## config.mk

```make
export PLATFORM = sky130hd
export DESIGN_NAME = rpic_top
export DESIGN_NICKNAME = d
export VERILOG_FILES = /design/src/rpic_arbiter.v /design/src/rpic_top.v
export VERILOG_INCLUDE_DIRS = /design/src /design/src/src
export SDC_FILE = /design/constraint.sdc
export NUM_CORES = 1
export LEC_CHECK = 0
export ABC_CLOCK_PERIOD_IN_PS = 7800
export BUFFER_PORTS_ARGS = -buffer_cell sky130_fd_sc_hd__buf_2
export CAP_MARGIN = 5
export CORE_MARGIN = 2
export CORE_UTILIZATION = 55
export DETAILED_ROUTE_END_ITERATION = 8
export PLACE_DENSITY_LB_ADDON = 0.25
export SETUP_SLACK_MARGIN = 0.2
export SLEW_MARGIN = 15
export SYNTH_ARGS = -nofsm -noshare
export SYNTH_HDL_FRONTEND = slang
export SYNTH_SLANG_ARGS = --single-unit
```

## constraint.sdc

```tcl
create_clock -name pclk -period 7.8 [get_ports pclk]
set_input_delay 0 -clock pclk [delete_from_list [all_inputs] [get_ports pclk]]
set_output_delay 0 -clock pclk [all_outputs]
set_load 0.02 [all_outputs]
```

## src/rpic_map.vh

```
/*
 * register map, field positions and reset values of the rotating
 * priority interrupt controller; included by the top design file only.
 */
`ifndef RPIC_MAP_VH
`define RPIC_MAP_VH

// byte offsets inside the controller window
`define RPIC_OFF_SRC_PEND 12'h000
`define RPIC_OFF_FAST_SEL 12'h004
`define RPIC_OFF_MASK 12'h008
`define RPIC_OFF_PRIO 12'h00c
`define RPIC_OFF_ARB_PEND 12'h010
`define RPIC_OFF_WIN_IDX 12'h014

// reset values
`define RPIC_RST_SRC_PEND 32'h00000000
`define RPIC_RST_FAST_SEL 32'h00000000
`define RPIC_RST_MASK 32'hffffffff
`define RPIC_RST_PRIO 32'h00000000
`define RPIC_RST_ARB_PEND 32'h00000000

// priority register fields: rotate enable bit i, select at 2i+8
`define RPIC_PRIO_ROT_LSB 0
`define RPIC_PRIO_SEL_LSB 8
`define RPIC_PRIO_USED 32'h003fff7f

// source positions with special handling
`define RPIC_SRC_SERIAL_ERR 15
`define RPIC_SRC_RESERVED 16

`endif

```

## src/rpic_arbiter.v

```verilog
/*
 * six-input arbiter with a four-way rotatable middle band.
 * assumes the priority select is held by the caller.
 */
`timescale 1ns/100ps
`default_nettype none

module rpic_arbiter
(
  input wire [5:0] req, // request inputs 0..5
  input wire [1:0] sel, // priority select
  output reg hit, // some input requests
  output reg [2:0] pick // winning input
);

  integer k;
  reg [2:0] idx;

  // input 0 first, then rotated band 1..4, input 5 last
  always @*
  begin
    idx = 3'h0;
    hit = |req;
    pick = 3'h5;
    if (req[0])
    begin
      pick = 3'h0;
    end
    else
    begin
      for (k = 3; k >= 0; k = k - 1)
      begin
        idx = {1'b0, sel + k[1:0]} + 3'h1;
        if (req[idx])
        begin
          pick = idx;
        end
      end
    end
  end

endmodule

`default_nettype wire

```

## src/rpic_top.v

```verilog
/*
 * rotating priority interrupt controller with an apb register port.
 * assumes synchronous source levels on pclk and an apb master.
 */
// Added by the designer: the APB interface to the registers and the register offsets.
// How it works
// - thirty-two source inputs, peripherals and external pins
// - both serial error requests are ored into one source
// - winner drives the normal line; fast sources drive the fast line
// - a requesting source sets its source pending bit
// - arbitration sets exactly one arbitrated pending bit for the winner
// - mask one excludes a source from arbitration, pending still sets
// - both pending registers read and clear by writing ones
// - sources fall into six first-level groups: 0-3, 4-9, 10-15, 16-21, 22-27, 28-31
// - six first-level arbiters plus one second-level arbiter
// - each arbiter has six inputs, rotate enable and two-bit select
// - select picks one of four orders for inputs one to four
// - input zero always highest, input five always lowest
// - rotate enable zero keeps select fixed, software may rewrite
// - rotate enable one moves serviced input to lowest of band
// - servicing input zero or five leaves select unchanged
// - fast select one routes to fast line; write-only, resets zero
// - fast sources never touch arbitrated pending or winner index
// - source pending write clears only bits written as one
`timescale 1ns/100ps
`default_nettype none
`include "rpic_map.vh"

module rpic_top
#(
  parameter ADDR_W = 12
)
(
  input wire pclk, // bus clock
  input wire presetn, // async reset, active low
  input wire psel, // apb select
  input wire penable, // apb access phase
  input wire pwrite, // apb direction
  input wire [ADDR_W-1:0] paddr, // apb byte address
  input wire [31:0] pwdata, // apb write data
  output reg [31:0] prdata, // apb read data
  output reg pready, // apb transfer done
  output reg pslverr, // unmapped address
  input wire [31:0] src_req, // source levels, bits 15 and 16 unused
  input wire serial_err0, // serial port 0 error
  input wire serial_err1, // serial port 1 error
  output reg fast_irq, // fast request to core
  output reg normal_irq // normal request to core
);

  // held state and next values
  reg [31:0] source_pending_bits_reg;
  reg [31:0] source_pending_bits_next;
  reg [31:0] fast_mode_select_reg;
  reg [31:0] source_mask_bits_reg;
  reg [31:0] prio_reg;
  reg [31:0] prio_next;
  reg [31:0] arbitrated_pending_bits_reg;
  reg [31:0] arbitrated_pending_bits_next;
  reg [4:0] win_idx_reg;

  // candidate vector and arbiter tree
  wire [31:0] src_in;
  wire [31:0] cand;
  wire [35:0] lanes;
  wire [5:0] grp_hit;
  wire [17:0] grp_pick;
  wire top_hit;
  wire [2:0] top_pick;
  reg [2:0] win_inp;
  wire [4:0] win_src;
  wire do_arb;

  // bus decode and read mux
  wire acc;
  wire wr_done;
  reg [31:0] rd_data;

  // true for any offset inside the map
  // anything else, unaligned ones too, answers with an error
  function mapped;
    input [ADDR_W-1:0] a;
    begin
      mapped = (a == `RPIC_OFF_SRC_PEND) || (a == `RPIC_OFF_FAST_SEL) ||
        (a == `RPIC_OFF_MASK) || (a == `RPIC_OFF_PRIO) ||
        (a == `RPIC_OFF_ARB_PEND) || (a == `RPIC_OFF_WIN_IDX);
    end
  endfunction

  // group and input back to source bit
  function [4:0] src_of;
    input [2:0] grp;
    input [2:0] inp;
    reg [5:0] s;
    begin
      s = (grp == 3'h0) ? {3'h0, inp} : ({grp, 2'b00} + {1'b0, grp, 1'b0} + {3'h0, inp} - 6'h2);
      src_of = s[4:0];
    end
  endfunction

  // select after servicing an input
  // inputs 0 and 5 leave the select alone
  function [1:0] sel_after;
    input [1:0] sel;
    input [2:0] inp;
    input rot;
    begin
      sel_after = sel;
      if (rot)
      begin
        case (inp)
          3'h1: sel_after = 2'b01;
          3'h2: sel_after = 2'b10;
          3'h3: sel_after = 2'b11;
          3'h4: sel_after = 2'b00;
          default: sel_after = sel;
        endcase
      end
    end
  endfunction

  // source vector with shared serial error and dead reserved slot
  // the reserved slot can never become pending
  assign src_in = {src_req[31:17], 1'b0, serial_err0 | serial_err1, src_req[14:0]};

  // candidates: pending, unmasked, normal mode only
  // fast sources stay out of the tree and the winner index
  assign cand = source_pending_bits_reg & ~source_mask_bits_reg & ~fast_mode_select_reg;
  assign lanes = {2'b00, cand[31:4], 2'b00, cand[3:0]};

  // first-level arbiters
  // group g takes lanes 6g to 6g+5
  genvar g;
  generate
    for (g = 0; g < 6; g = g + 1)
    begin : grp
      rpic_arbiter u_arb
      (
        .req(lanes[6*g+5:6*g]),
        .sel(prio_reg[`RPIC_PRIO_SEL_LSB+2*g+1:`RPIC_PRIO_SEL_LSB+2*g]),
        .hit(grp_hit[g]),
        .pick(grp_pick[3*g+2:3*g])
      );
    end
  endgenerate

  // second-level arbiter over group winners
  rpic_arbiter u_top
  (
    .req(grp_hit),
    .sel(prio_reg[`RPIC_PRIO_SEL_LSB+13:`RPIC_PRIO_SEL_LSB+12]),
    .hit(top_hit),
    .pick(top_pick)
  );

  // winning input within the winning group
  // only the second-level winner's group matters
  always @*
  begin
    case (top_pick)
      3'h0: win_inp = grp_pick[2:0];
      3'h1: win_inp = grp_pick[5:3];
      3'h2: win_inp = grp_pick[8:6];
      3'h3: win_inp = grp_pick[11:9];
      3'h4: win_inp = grp_pick[14:12];
      3'h5: win_inp = grp_pick[17:15];
      default: win_inp = 3'h0;
    endcase
  end

  assign win_src = src_of(top_pick, win_inp);
  // a new winner only while nothing awaits service
  // keeps the arbitrated bits one-hot between services
  assign do_arb = top_hit & ~(|arbitrated_pending_bits_reg);

  // apb phases: one wait state, write lands on the ready edge
  // pready pulses for one cycle after the first access cycle
  assign acc = psel & penable;
  assign wr_done = acc & pready & pwrite & mapped(paddr);

  // source pending: write-one clear, set wins
  // a held source level re-sets a bit in its clearing cycle
  always @*
  begin
    source_pending_bits_next = source_pending_bits_reg;
    if (wr_done && paddr == `RPIC_OFF_SRC_PEND)
    begin
      source_pending_bits_next = source_pending_bits_reg & ~pwdata;
    end
    source_pending_bits_next = source_pending_bits_next | src_in;
  end

  // arbitrated pending: write-one clear, one-hot set on arbitration
  always @*
  begin
    arbitrated_pending_bits_next = arbitrated_pending_bits_reg;
    if (wr_done && paddr == `RPIC_OFF_ARB_PEND)
    begin
      arbitrated_pending_bits_next = arbitrated_pending_bits_reg & ~pwdata;
    end
    if (do_arb)
    begin
      arbitrated_pending_bits_next = arbitrated_pending_bits_next | (32'h00000001 << win_src);
    end
  end

  // priority select rotation; a software write takes precedence
  // only the winning group and the second level move
  always @*
  begin
    prio_next = prio_reg;
    if (do_arb)
    begin
      case (top_pick)
        3'h0: prio_next[9:8] = sel_after(prio_reg[9:8], win_inp, prio_reg[0]);
        3'h1: prio_next[11:10] = sel_after(prio_reg[11:10], win_inp, prio_reg[1]);
        3'h2: prio_next[13:12] = sel_after(prio_reg[13:12], win_inp, prio_reg[2]);
        3'h3: prio_next[15:14] = sel_after(prio_reg[15:14], win_inp, prio_reg[3]);
        3'h4: prio_next[17:16] = sel_after(prio_reg[17:16], win_inp, prio_reg[4]);
        3'h5: prio_next[19:18] = sel_after(prio_reg[19:18], win_inp, prio_reg[5]);
        default: prio_next = prio_reg;
      endcase
      prio_next[21:20] = sel_after(prio_reg[21:20], top_pick, prio_reg[6]);
    end
    if (wr_done && paddr == `RPIC_OFF_PRIO)
    begin
      prio_next = pwdata & `RPIC_PRIO_USED;
    end
  end

  // read mux; fast select reads as zero
  always @*
  begin
    case (paddr)
      `RPIC_OFF_SRC_PEND: rd_data = source_pending_bits_reg;
      `RPIC_OFF_MASK: rd_data = source_mask_bits_reg;
      `RPIC_OFF_PRIO: rd_data = prio_reg;
      `RPIC_OFF_ARB_PEND: rd_data = arbitrated_pending_bits_reg;
      `RPIC_OFF_WIN_IDX: rd_data = {27'h0000000, win_idx_reg};
      default: rd_data = 32'h00000000;
    endcase
  end

  // state registers
  // mask resets to all ones so nothing fires before setup
  always @(posedge pclk or negedge presetn)
  begin
    if (!presetn)
    begin
      source_pending_bits_reg <= `RPIC_RST_SRC_PEND;
      fast_mode_select_reg <= `RPIC_RST_FAST_SEL;
      source_mask_bits_reg <= `RPIC_RST_MASK;
      prio_reg <= `RPIC_RST_PRIO;
      arbitrated_pending_bits_reg <= `RPIC_RST_ARB_PEND;
      win_idx_reg <= 5'h00;
    end
    else
    begin
      source_pending_bits_reg <= source_pending_bits_next;
      arbitrated_pending_bits_reg <= arbitrated_pending_bits_next;
      prio_reg <= prio_next;
      if (do_arb)
      begin
        win_idx_reg <= win_src;
      end
      if (wr_done && paddr == `RPIC_OFF_FAST_SEL)
      begin
        fast_mode_select_reg <= pwdata;
      end
      if (wr_done && paddr == `RPIC_OFF_MASK)
      begin
        source_mask_bits_reg <= pwdata;
      end
    end
  end

  // apb answer and core request lines
  // both core lines lag their pending state by one cycle
  always @(posedge pclk or negedge presetn)
  begin
    if (!presetn)
    begin
      pready <= 1'b0;
      pslverr <= 1'b0;
      prdata <= 32'h00000000;
      fast_irq <= 1'b0;
      normal_irq <= 1'b0;
    end
    else
    begin
      pready <= acc & ~pready;
      pslverr <= acc & ~pready & ~mapped(paddr);
      if (acc && !pready && !pwrite)
      begin
        prdata <= rd_data;
      end
      fast_irq <= |(source_pending_bits_reg & fast_mode_select_reg & ~source_mask_bits_reg);
      normal_irq <= |arbitrated_pending_bits_reg;
    end
  end

endmodule

`default_nettype wire

```

# After elaboration in Yosys (flattened, before gate mapping)
# Cells that the tools add are included.
# totals
rom_bits	0
mem_count	0
wordCells	297
mem_bits_rw	0
out_inout_bits	36
ff_bits	201
latchBits	0
# op_classes
n_eq_ne	14
reduce_logical	48
mux	114
multipliers	0
n_shift	1
n_addsub	52
order_cmp	28
bitwise	22
n_div	0
# ops
cell	count
$and 32x32->32	6
$pmux 32 s5	1
$mux 32	4
$lt 3x4->1 const B	28
$mux 3	35
$not 32->32	3
$reduce_or 32->1	3
$add 2x1->3 const B	28
$bmux 1 s3	28
$or 32x32->32	2
$shl 1x5->32 const A	1
$add 2x2->2 const B	14
$mux 1	28
$reduce_bool 2->1	14
$mux 2	13
$eq 12x4->1 const B	2
$eq 12x5->1 const B	2
$reduce_and 4->1	6
$reduce_or 6->1	4
$mux 22	1
$pmux 3 s6	1
$pmux 2 s4	2
$add 2x1->2 const B	7
$eq 12x3->1 const B	1
other kinds (18)	45

# Depth between registers and ports, before layout
# depth
ltp_word	19
depth_mapped	30

# Modules after synthesis
# A second synthesis with hierarchy kept.
# unflattened
cells_unflattened	1326
hier_area_um2	12562.0
# by_module_without_submodules
mod	cells_per_inst	n_inst	area_per_inst_um2
rpic_top	871	1	9233.9
rpic_arbiter	65	7	475.5

# Least setup slack after synthesis
# OpenSTA, ideal clock, no wires.
# synth_timing
path_kind	reg2reg
startpoint	register prio_reg[20]
endpoint	register arbitrated_pending_bits_reg[22]
t_required_ns	7.717
setup_ns	0.083
path_stages_with_launch	27
t_arrival_ns	5.617
synth_period_minus_slack_ns	5.700
slack_ns	2.100
path_cell_list	dfrtp_1 inv_1 ha_1 clkbuf_1 mux4_2 o21ai_0 inv_1 o21ai_0 nand2_1 and3_1 inv_1 ha_1 and3_1 or4b_2 o21ai_0 a211o_1 nor3_4 mux2_2 ha_1 fa_1 inv_1 ha_1 xnor2_1 and2_1 nand2_1 or2_2 o21ai_0
# synth_via
elab_chain_cells	17
word_cells_on_any_way	34
# synth_lines
item	line	text
start: declaration	rpic_top.v:56	reg [31:0] prio_reg;
start signal: assignment	rpic_top.v:253	prio_reg <= `RPIC_RST_PRIO;
start signal: assignment	rpic_top.v:261	prio_reg <= prio_next;
$add 2x2->2	rpic_arbiter.v:33	idx = {1'b0, sel + k[1:0]} + 3'h1;
$add 2x1->3	rpic_arbiter.v:33	
$bmux 1 s3	rpic_arbiter.v:34	if (req[idx])
$mux 1 (not written as such)	rpic_arbiter.v:34	
$mux 3 (3 in series)	rpic_arbiter.v:34	
$mux 3 (*)	rpic_arbiter.v:34	
$mux 3 (*)	rpic_arbiter.v:25	if (req[0])
branches (longest 4 deep; another with $add 5x4->5)	--	
$mux 5 (*)	rpic_top.v:96	s = (grp == 3'h0) ? {3'h0, inp} : ({grp, 2'b00} + {1'b0, grp, 1'b0} + {3'h0, inp} - 6'h2);
$shl 1x5->32 (*)	rpic_top.v:203	arbitrated_pending_bits_next = arbitrated_pending_bits_next | (32'h00000001 << win_src);
$or 32x32->32 (*)	rpic_top.v:203	
$mux 32 (*)	rpic_top.v:201	if (do_arb)
net arbitrated_pending_bits_next[22]	rpic_top.v:59	reg [31:0] arbitrated_pending_bits_next;
end signal: assignment	rpic_top.v:254	arbitrated_pending_bits_reg <= `RPIC_RST_ARB_PEND;
end signal: assignment	rpic_top.v:260	arbitrated_pending_bits_reg <= arbitrated_pending_bits_next;
end: declaration	rpic_top.v:58	reg [31:0] arbitrated_pending_bits_reg;
# Mark *: on every way through the listed nets, which the timed path passes. The select of a mux whose other input is x is not followed.
# A chain may end at the register's enable or synchronous reset.

# Worst setup path in the final report
# layout_timing
startpoint	register prio_reg[20]
endpoint	register arbitrated_pending_bits_reg[24]
# The elaborated chain is that of the path after synthesis.

==> impl_metrics.xml <==
<?xml version="1.0" encoding="UTF-8"?>
<metrics>
  <group name="outcome">
    <metric name="run_status" unit="">completed</metric>
  </group>
  <group name="global_route">
    <metric name="grt_pass1_vias" unit="">11100</metric>
    <metric name="grt.total_usage" unit="%">34.8</metric>
    <metric name="globalRoute.totalOverflow" unit="">0</metric>
    <metric name="grt_first_pass_wirelength" unit="um">64100</metric>
    <metric name="grt_max_degree" unit="">122</metric>
    <metric name="antenna_found_initial" unit="">0</metric>
  </group>
  <group name="setup_path">
    <metric name="endpoint_class_of_the_critical_path" unit="">flop</metric>
    <metric name="worst_r2r_path_depth" unit="">21</metric>
    <metric name="max_stage_delay" unit="ps">770</metric>
    <metric name="r2r_path_end" unit="">arbitrated_pending_bits_reg[24]$_DFF_PN0_</metric>
    <metric name="crit-reg2reg-launch" unit="">prio_reg[20]$_DFFE_PN0P_</metric>
    <metric name="crit_required" unit="ps">8190</metric>
    <metric name="start_kind" unit="">flop</metric>
    <metric name="cp_cell_sequence" unit="">inv_1 -&gt; ha_1 -&gt; mux4_2 -&gt; o21ai_0 -&gt; inv_1 -&gt; o21ai_0 -&gt; nand2_1 -&gt; and3_1 -&gt; inv_1 -&gt; ha_1 -&gt; and3_1 -&gt; or4b_2 -&gt; o21ai_0 -&gt; a211o_1 -&gt; nor3_4 -&gt; mux2_2 -&gt; ha_1 -&gt; fa_1 -&gt; mux2i_4 -&gt; nor3_1 -&gt; a22o_1</metric>
    <metric name="criticalPathCategory" unit="">flop to flop</metric>
    <metric name="reg2reg_slack" unit="ps">870</metric>
    <metric name="path_max_fanout" unit="">16</metric>
    <metric name="cp_slowest_cell" unit="">sky130_fd_sc_hd__nor3_1</metric>
    <metric name="crit_arrival" unit="ps">7320</metric>
  </group>
  <group name="route">
    <metric name="met1Wirelength" unit="um">17100</metric>
    <metric name="route.detailed.drc" unit="">0</metric>
    <metric name="met3WireLength" unit="um">4240</metric>
    <metric name="drt_first_iter_violations" unit="">1424</metric>
    <metric name="drt-total-wl" unit="um">41300</metric>
    <metric name="detail-route-antenna-nets" unit="">0</metric>
    <metric name="wl_per_cell" unit="um">23.4</metric>
    <metric name="drt-pass1-iter-count" unit="">8</metric>
    <metric name="met2WireLength" unit="um">18800</metric>
    <metric name="routed-via-count" unit="">11700</metric>
    <metric name="detail_route.vias_per_cell" unit="">6.62</metric>
    <metric name="dr.max_layer_used" unit="">met4</metric>
  </group>
  <group name="clock_tree">
    <metric name="clock_path_buffers" unit="">2</metric>
    <metric name="post_cts_buffers" unit="">0</metric>
    <metric name="worst_skew_pair_latency" unit="ps">460</metric>
    <metric name="cts_resized" unit="">0</metric>
    <metric name="htree_levels" unit="">4</metric>
    <metric name="tritoncts" unit="">built</metric>
    <metric name="clock-root-buffer" unit="">sky130_fd_sc_hd__clkbuf_16</metric>
    <metric name="clock_pin_slew_worst_setup_and_hold_paths" unit="ps">90</metric>
    <metric name="numClockSinks" unit="">190</metric>
    <metric name="cts_made_buffers" unit="">17</metric>
  </group>
  <group name="synth">
    <metric name="yosysTopAreaCell" unit="">sky130_fd_sc_hd__dfrtp_1</metric>
    <metric name="synth-edff-count" unit="">0</metric>
    <metric name="syn_nets" unit="">1408</metric>
    <metric name="post_synth_mux_area_share" unit="%">10.5</metric>
    <metric name="synth.avg_cell_area" unit="um^2">9.55</metric>
    <metric name="synthTopCellsByArea" unit="">sky130_fd_sc_hd__dfrtp_1, sky130_fd_sc_hd__mux2_2, sky130_fd_sc_hd__dfstp_2, sky130_fd_sc_hd__nand2_1, sky130_fd_sc_hd__ha_1</metric>
    <metric name="post_synthesis_simple_gate_area_fraction" unit="%">23.6</metric>
    <metric name="synth_xor_xnor_area_share" unit="%">0.509</metric>
    <metric name="synth_top_area_share" unit="%">32.1</metric>
    <metric name="synth_top_family_by_area" unit="">simple AND/OR/NAND/NOR gates</metric>
    <metric name="async_flop_share" unit="%">100</metric>
    <metric name="synth_seq_area_share" unit="%">39.0</metric>
    <metric name="syn-instance-count" unit="">1288</metric>
    <metric name="netlist_top_cells_count" unit="">sky130_fd_sc_hd__nand2_1, sky130_fd_sc_hd__dfrtp_1, sky130_fd_sc_hd__mux2_2</metric>
    <metric name="synth_compound_gate_area_share" unit="%">19.2</metric>
    <metric name="post_synth_instance_area" unit="um^2">12300</metric>
    <metric name="synth.distinct_cells" unit="">91</metric>
    <metric name="synth_adder_area_share" unit="%">3.89</metric>
    <metric name="ys.flop_type" unit="">sky130_fd_sc_hd__dfrtp_1</metric>
    <metric name="yosys_warnings" unit="">0</metric>
    <metric name="yosys_register_bits" unit="">190</metric>
    <metric name="cell_with_the_most_instances_after_synthesis" unit="">sky130_fd_sc_hd__nand2_1</metric>
  </group>
  <group name="power_and_ir_drop">
    <metric name="lkg_pwr" unit="nW">6.32</metric>
    <metric name="ir_worst_vdd" unit="mV">0.136</metric>
    <metric name="finalPower" unit="W">0.00204</metric>
    <metric name="power.density" unit="nW/um^2">138</metric>
  </group>
  <group name="final_layout">
    <metric name="post-route-util" unit="%">67.3</metric>
    <metric name="final_nets" unit="">1588</metric>
    <metric name="antenna-diode-count" unit="">0</metric>
    <metric name="multi_input_area" unit="um^2">7130</metric>
    <metric name="area_growth_syn_to_layout" unit="%">19.7</metric>
    <metric name="seq_area" unit="um^2">4790</metric>
    <metric name="final_layout_size_suffix_gt1_share" unit="%">22.0</metric>
    <metric name="finish.cell_count_without_fillers" unit="">1761</metric>
    <metric name="layout.filler_cells" unit="">1777</metric>
  </group>
  <group name="floorplanning">
    <metric name="fp.dieW" unit="um">154</metric>
    <metric name="initial_utilization" unit="%">56.2</metric>
    <metric name="pin_count" unit="">119</metric>
    <metric name="floorplan.die_area" unit="um^2">23600</metric>
    <metric name="row_count" unit="">54</metric>
    <metric name="core-area" unit="um^2">21900</metric>
    <metric name="die-height" unit="um">154</metric>
  </group>
  <group name="timing">
    <metric name="finalCriticalPeriod" unit="ps">6930</metric>
    <metric name="grt_setup_unrepaired" unit="">no</metric>
    <metric name="finalMaxSlewViolations" unit="">0</metric>
    <metric name="max-slew-margin-rel" unit="%">23.4</metric>
    <metric name="fmaxAchievable" unit="MHz">144</metric>
    <metric name="setup_ws" unit="ps">865</metric>
    <metric name="final.period_utilization" unit="%">88.9</metric>
    <metric name="tightest_slew" unit="ps">1150</metric>
    <metric name="total_count_of_hold_check_failures_in_the_final_report" unit="">0</metric>
    <metric name="fin_setup_tns" unit="ps">0</metric>
    <metric name="setup_viol_count_final" unit="">0</metric>
    <metric name="worst_clock_skew" unit="ps">19.8</metric>
  </group>
  <group name="placed_design">
    <metric name="placed_insts" unit="">1632</metric>
    <metric name="gp_routability_congestion" unit="">0.958</metric>
    <metric name="port-buffer-count" unit="">116</metric>
    <metric name="pre_cts_ws" unit="ps">1080</metric>
    <metric name="dp_hpwl" unit="um">28600</metric>
  </group>
  <group name="hold_path">
    <metric name="holdCritStartpoint" unit="">pwrite</metric>
    <metric name="hp-class" unit="">input port to flop</metric>
    <metric name="min_to" unit="">prdata[0]$_DFFE_PN0P_</metric>
    <metric name="timing.hold.worst_path_depth" unit="">5</metric>
  </group>
  <group name="job">
    <metric name="max_cap_viol_count" unit="">0</metric>
  </group>
</metrics>
-- per-stage QoR --
step / hold WS, ps / area, um^2
2_1_floorplan: -296 / 12300
3_3_place_gp: 176 / 13100
3_5_place_dp: 181 / 13100
4_1_cts: 19.6 / 14700
5_1_grt: 77.4 / 14700
6_report: 29.4 / 14700
-- per-layer routing --
metal / GRT usage, % / up-vias
met5: 0 / -
met4: 11.3 / 0
met3: 6.88 / 68
met2: 53.7 / 645
met1: 49.7 / 5711
li1: - / 5228
-- cell families after synthesis --
logic type	after synthesis
compound gates	328
simple gates	516
fa+ha+maj	37
buf+inv	107
flops	190
xor+xnor	5
mux	105
-- layout make-up --
class                      count  area share (%)
sequential                   190            32.6
clock buffer                  18            2.91
clock inverter                14            1.36
inverter                      42            1.07
timing repair buffer         226            11.3
tap                          280            2.38
multi-input combinational    991            48.4
-- layout by cell type, fill, tap and decap left out, types with 15 or more instances in the layout --
master / count
sky130_fd_sc_hd__nor4b_1: 16
sky130_fd_sc_hd__nor3_1: 24
sky130_fd_sc_hd__nand3_1: 18
sky130_fd_sc_hd__inv_1: 38
sky130_fd_sc_hd__and3_1: 16
sky130_fd_sc_hd__o21ai_0: 50
sky130_fd_sc_hd__a222oi_1: 32
sky130_fd_sc_hd__buf_2: 115
sky130_fd_sc_hd__nand3b_1: 36
sky130_fd_sc_hd__nand4_1: 15
sky130_fd_sc_hd__nor4_1: 18
sky130_fd_sc_hd__a211oi_1: 20
sky130_fd_sc_hd__nand2b_1: 15
sky130_fd_sc_hd__mux2i_1: 16
sky130_fd_sc_hd__nor3b_1: 17
sky130_fd_sc_hd__ha_1: 35
sky130_fd_sc_hd__a22o_1: 22
sky130_fd_sc_hd__dlygate4sd3_1: 97
sky130_fd_sc_hd__mux2_2: 77
sky130_fd_sc_hd__dfrtp_1: 158
sky130_fd_sc_hd__clkbuf_16: 17
sky130_fd_sc_hd__a21o_1: 46
sky130_fd_sc_hd__dfstp_2: 32
sky130_fd_sc_hd__a21oi_1: 56
sky130_fd_sc_hd__nor2_1: 62
sky130_fd_sc_hd__or3b_1: 17
sky130_fd_sc_hd__nand2_1: 173
-- how the worst max path moves through the flow --
stage	from	end	slack, ps	cells past startpoint
finish	prio_reg[20]$_DFFE_PN0P_	arbitrated_pending_bits_reg[24]$_DFF_PN0_	870	21
floorplan	prio_reg[20]$_DFFE_PN0P_	arbitrated_pending_bits_reg[22]$_DFF_PN0_	2100	26
detailed placement	prio_reg[20]$_DFFE_PN0P_	arbitrated_pending_bits_reg[8]$_DFF_PN0_	1080	20
global placement	prio_reg[20]$_DFFE_PN0P_	arbitrated_pending_bits_reg[8]$_DFF_PN0_	1130	21
global route	prio_reg[20]$_DFFE_PN0P_	arbitrated_pending_bits_reg[16]$_DFF_PN0_	460	24
CTS	prio_reg[20]$_DFFE_PN0P_	arbitrated_pending_bits_reg[24]$_DFF_PN0_	950	21
-- report_power, final --
| group | leakage (nW) | total [W] | switching (W) | internal [W] |
|---|---|---|---|---|
| combinational | 3.76 | 0.000110 | 0.0000645 | 0.0000457 |
| sequential | 2.26 | 0.000994 | 0.00000341 | 0.000991 |
| clock | 0.302 | 0.000932 | 0.000487 | 0.000446 |
| total | 6.32 | 0.00204 | 0.000554 | 0.00148 |
-- repair_timing --
action / in CTS / in global routing
endpoints found under the setup margin: 0 / 0
endpoints found under the hold margin: 246 / 0
hold buffers: 97 / 0
-- critical path: cells and delay by family (launching register included) --
kind | cells | cell delay [ps]
buffers and inverters | 3 | 490
AND/OR/NAND/NOR | 6 | 1940
flip-flops | 1 | 680
AO/OA/AOI/OAI | 5 | 1210
adder cells (fa/ha/maj) | 4 | 1540
multiplexers | 3 | 1010
Power figures use the tool's default switching activity.
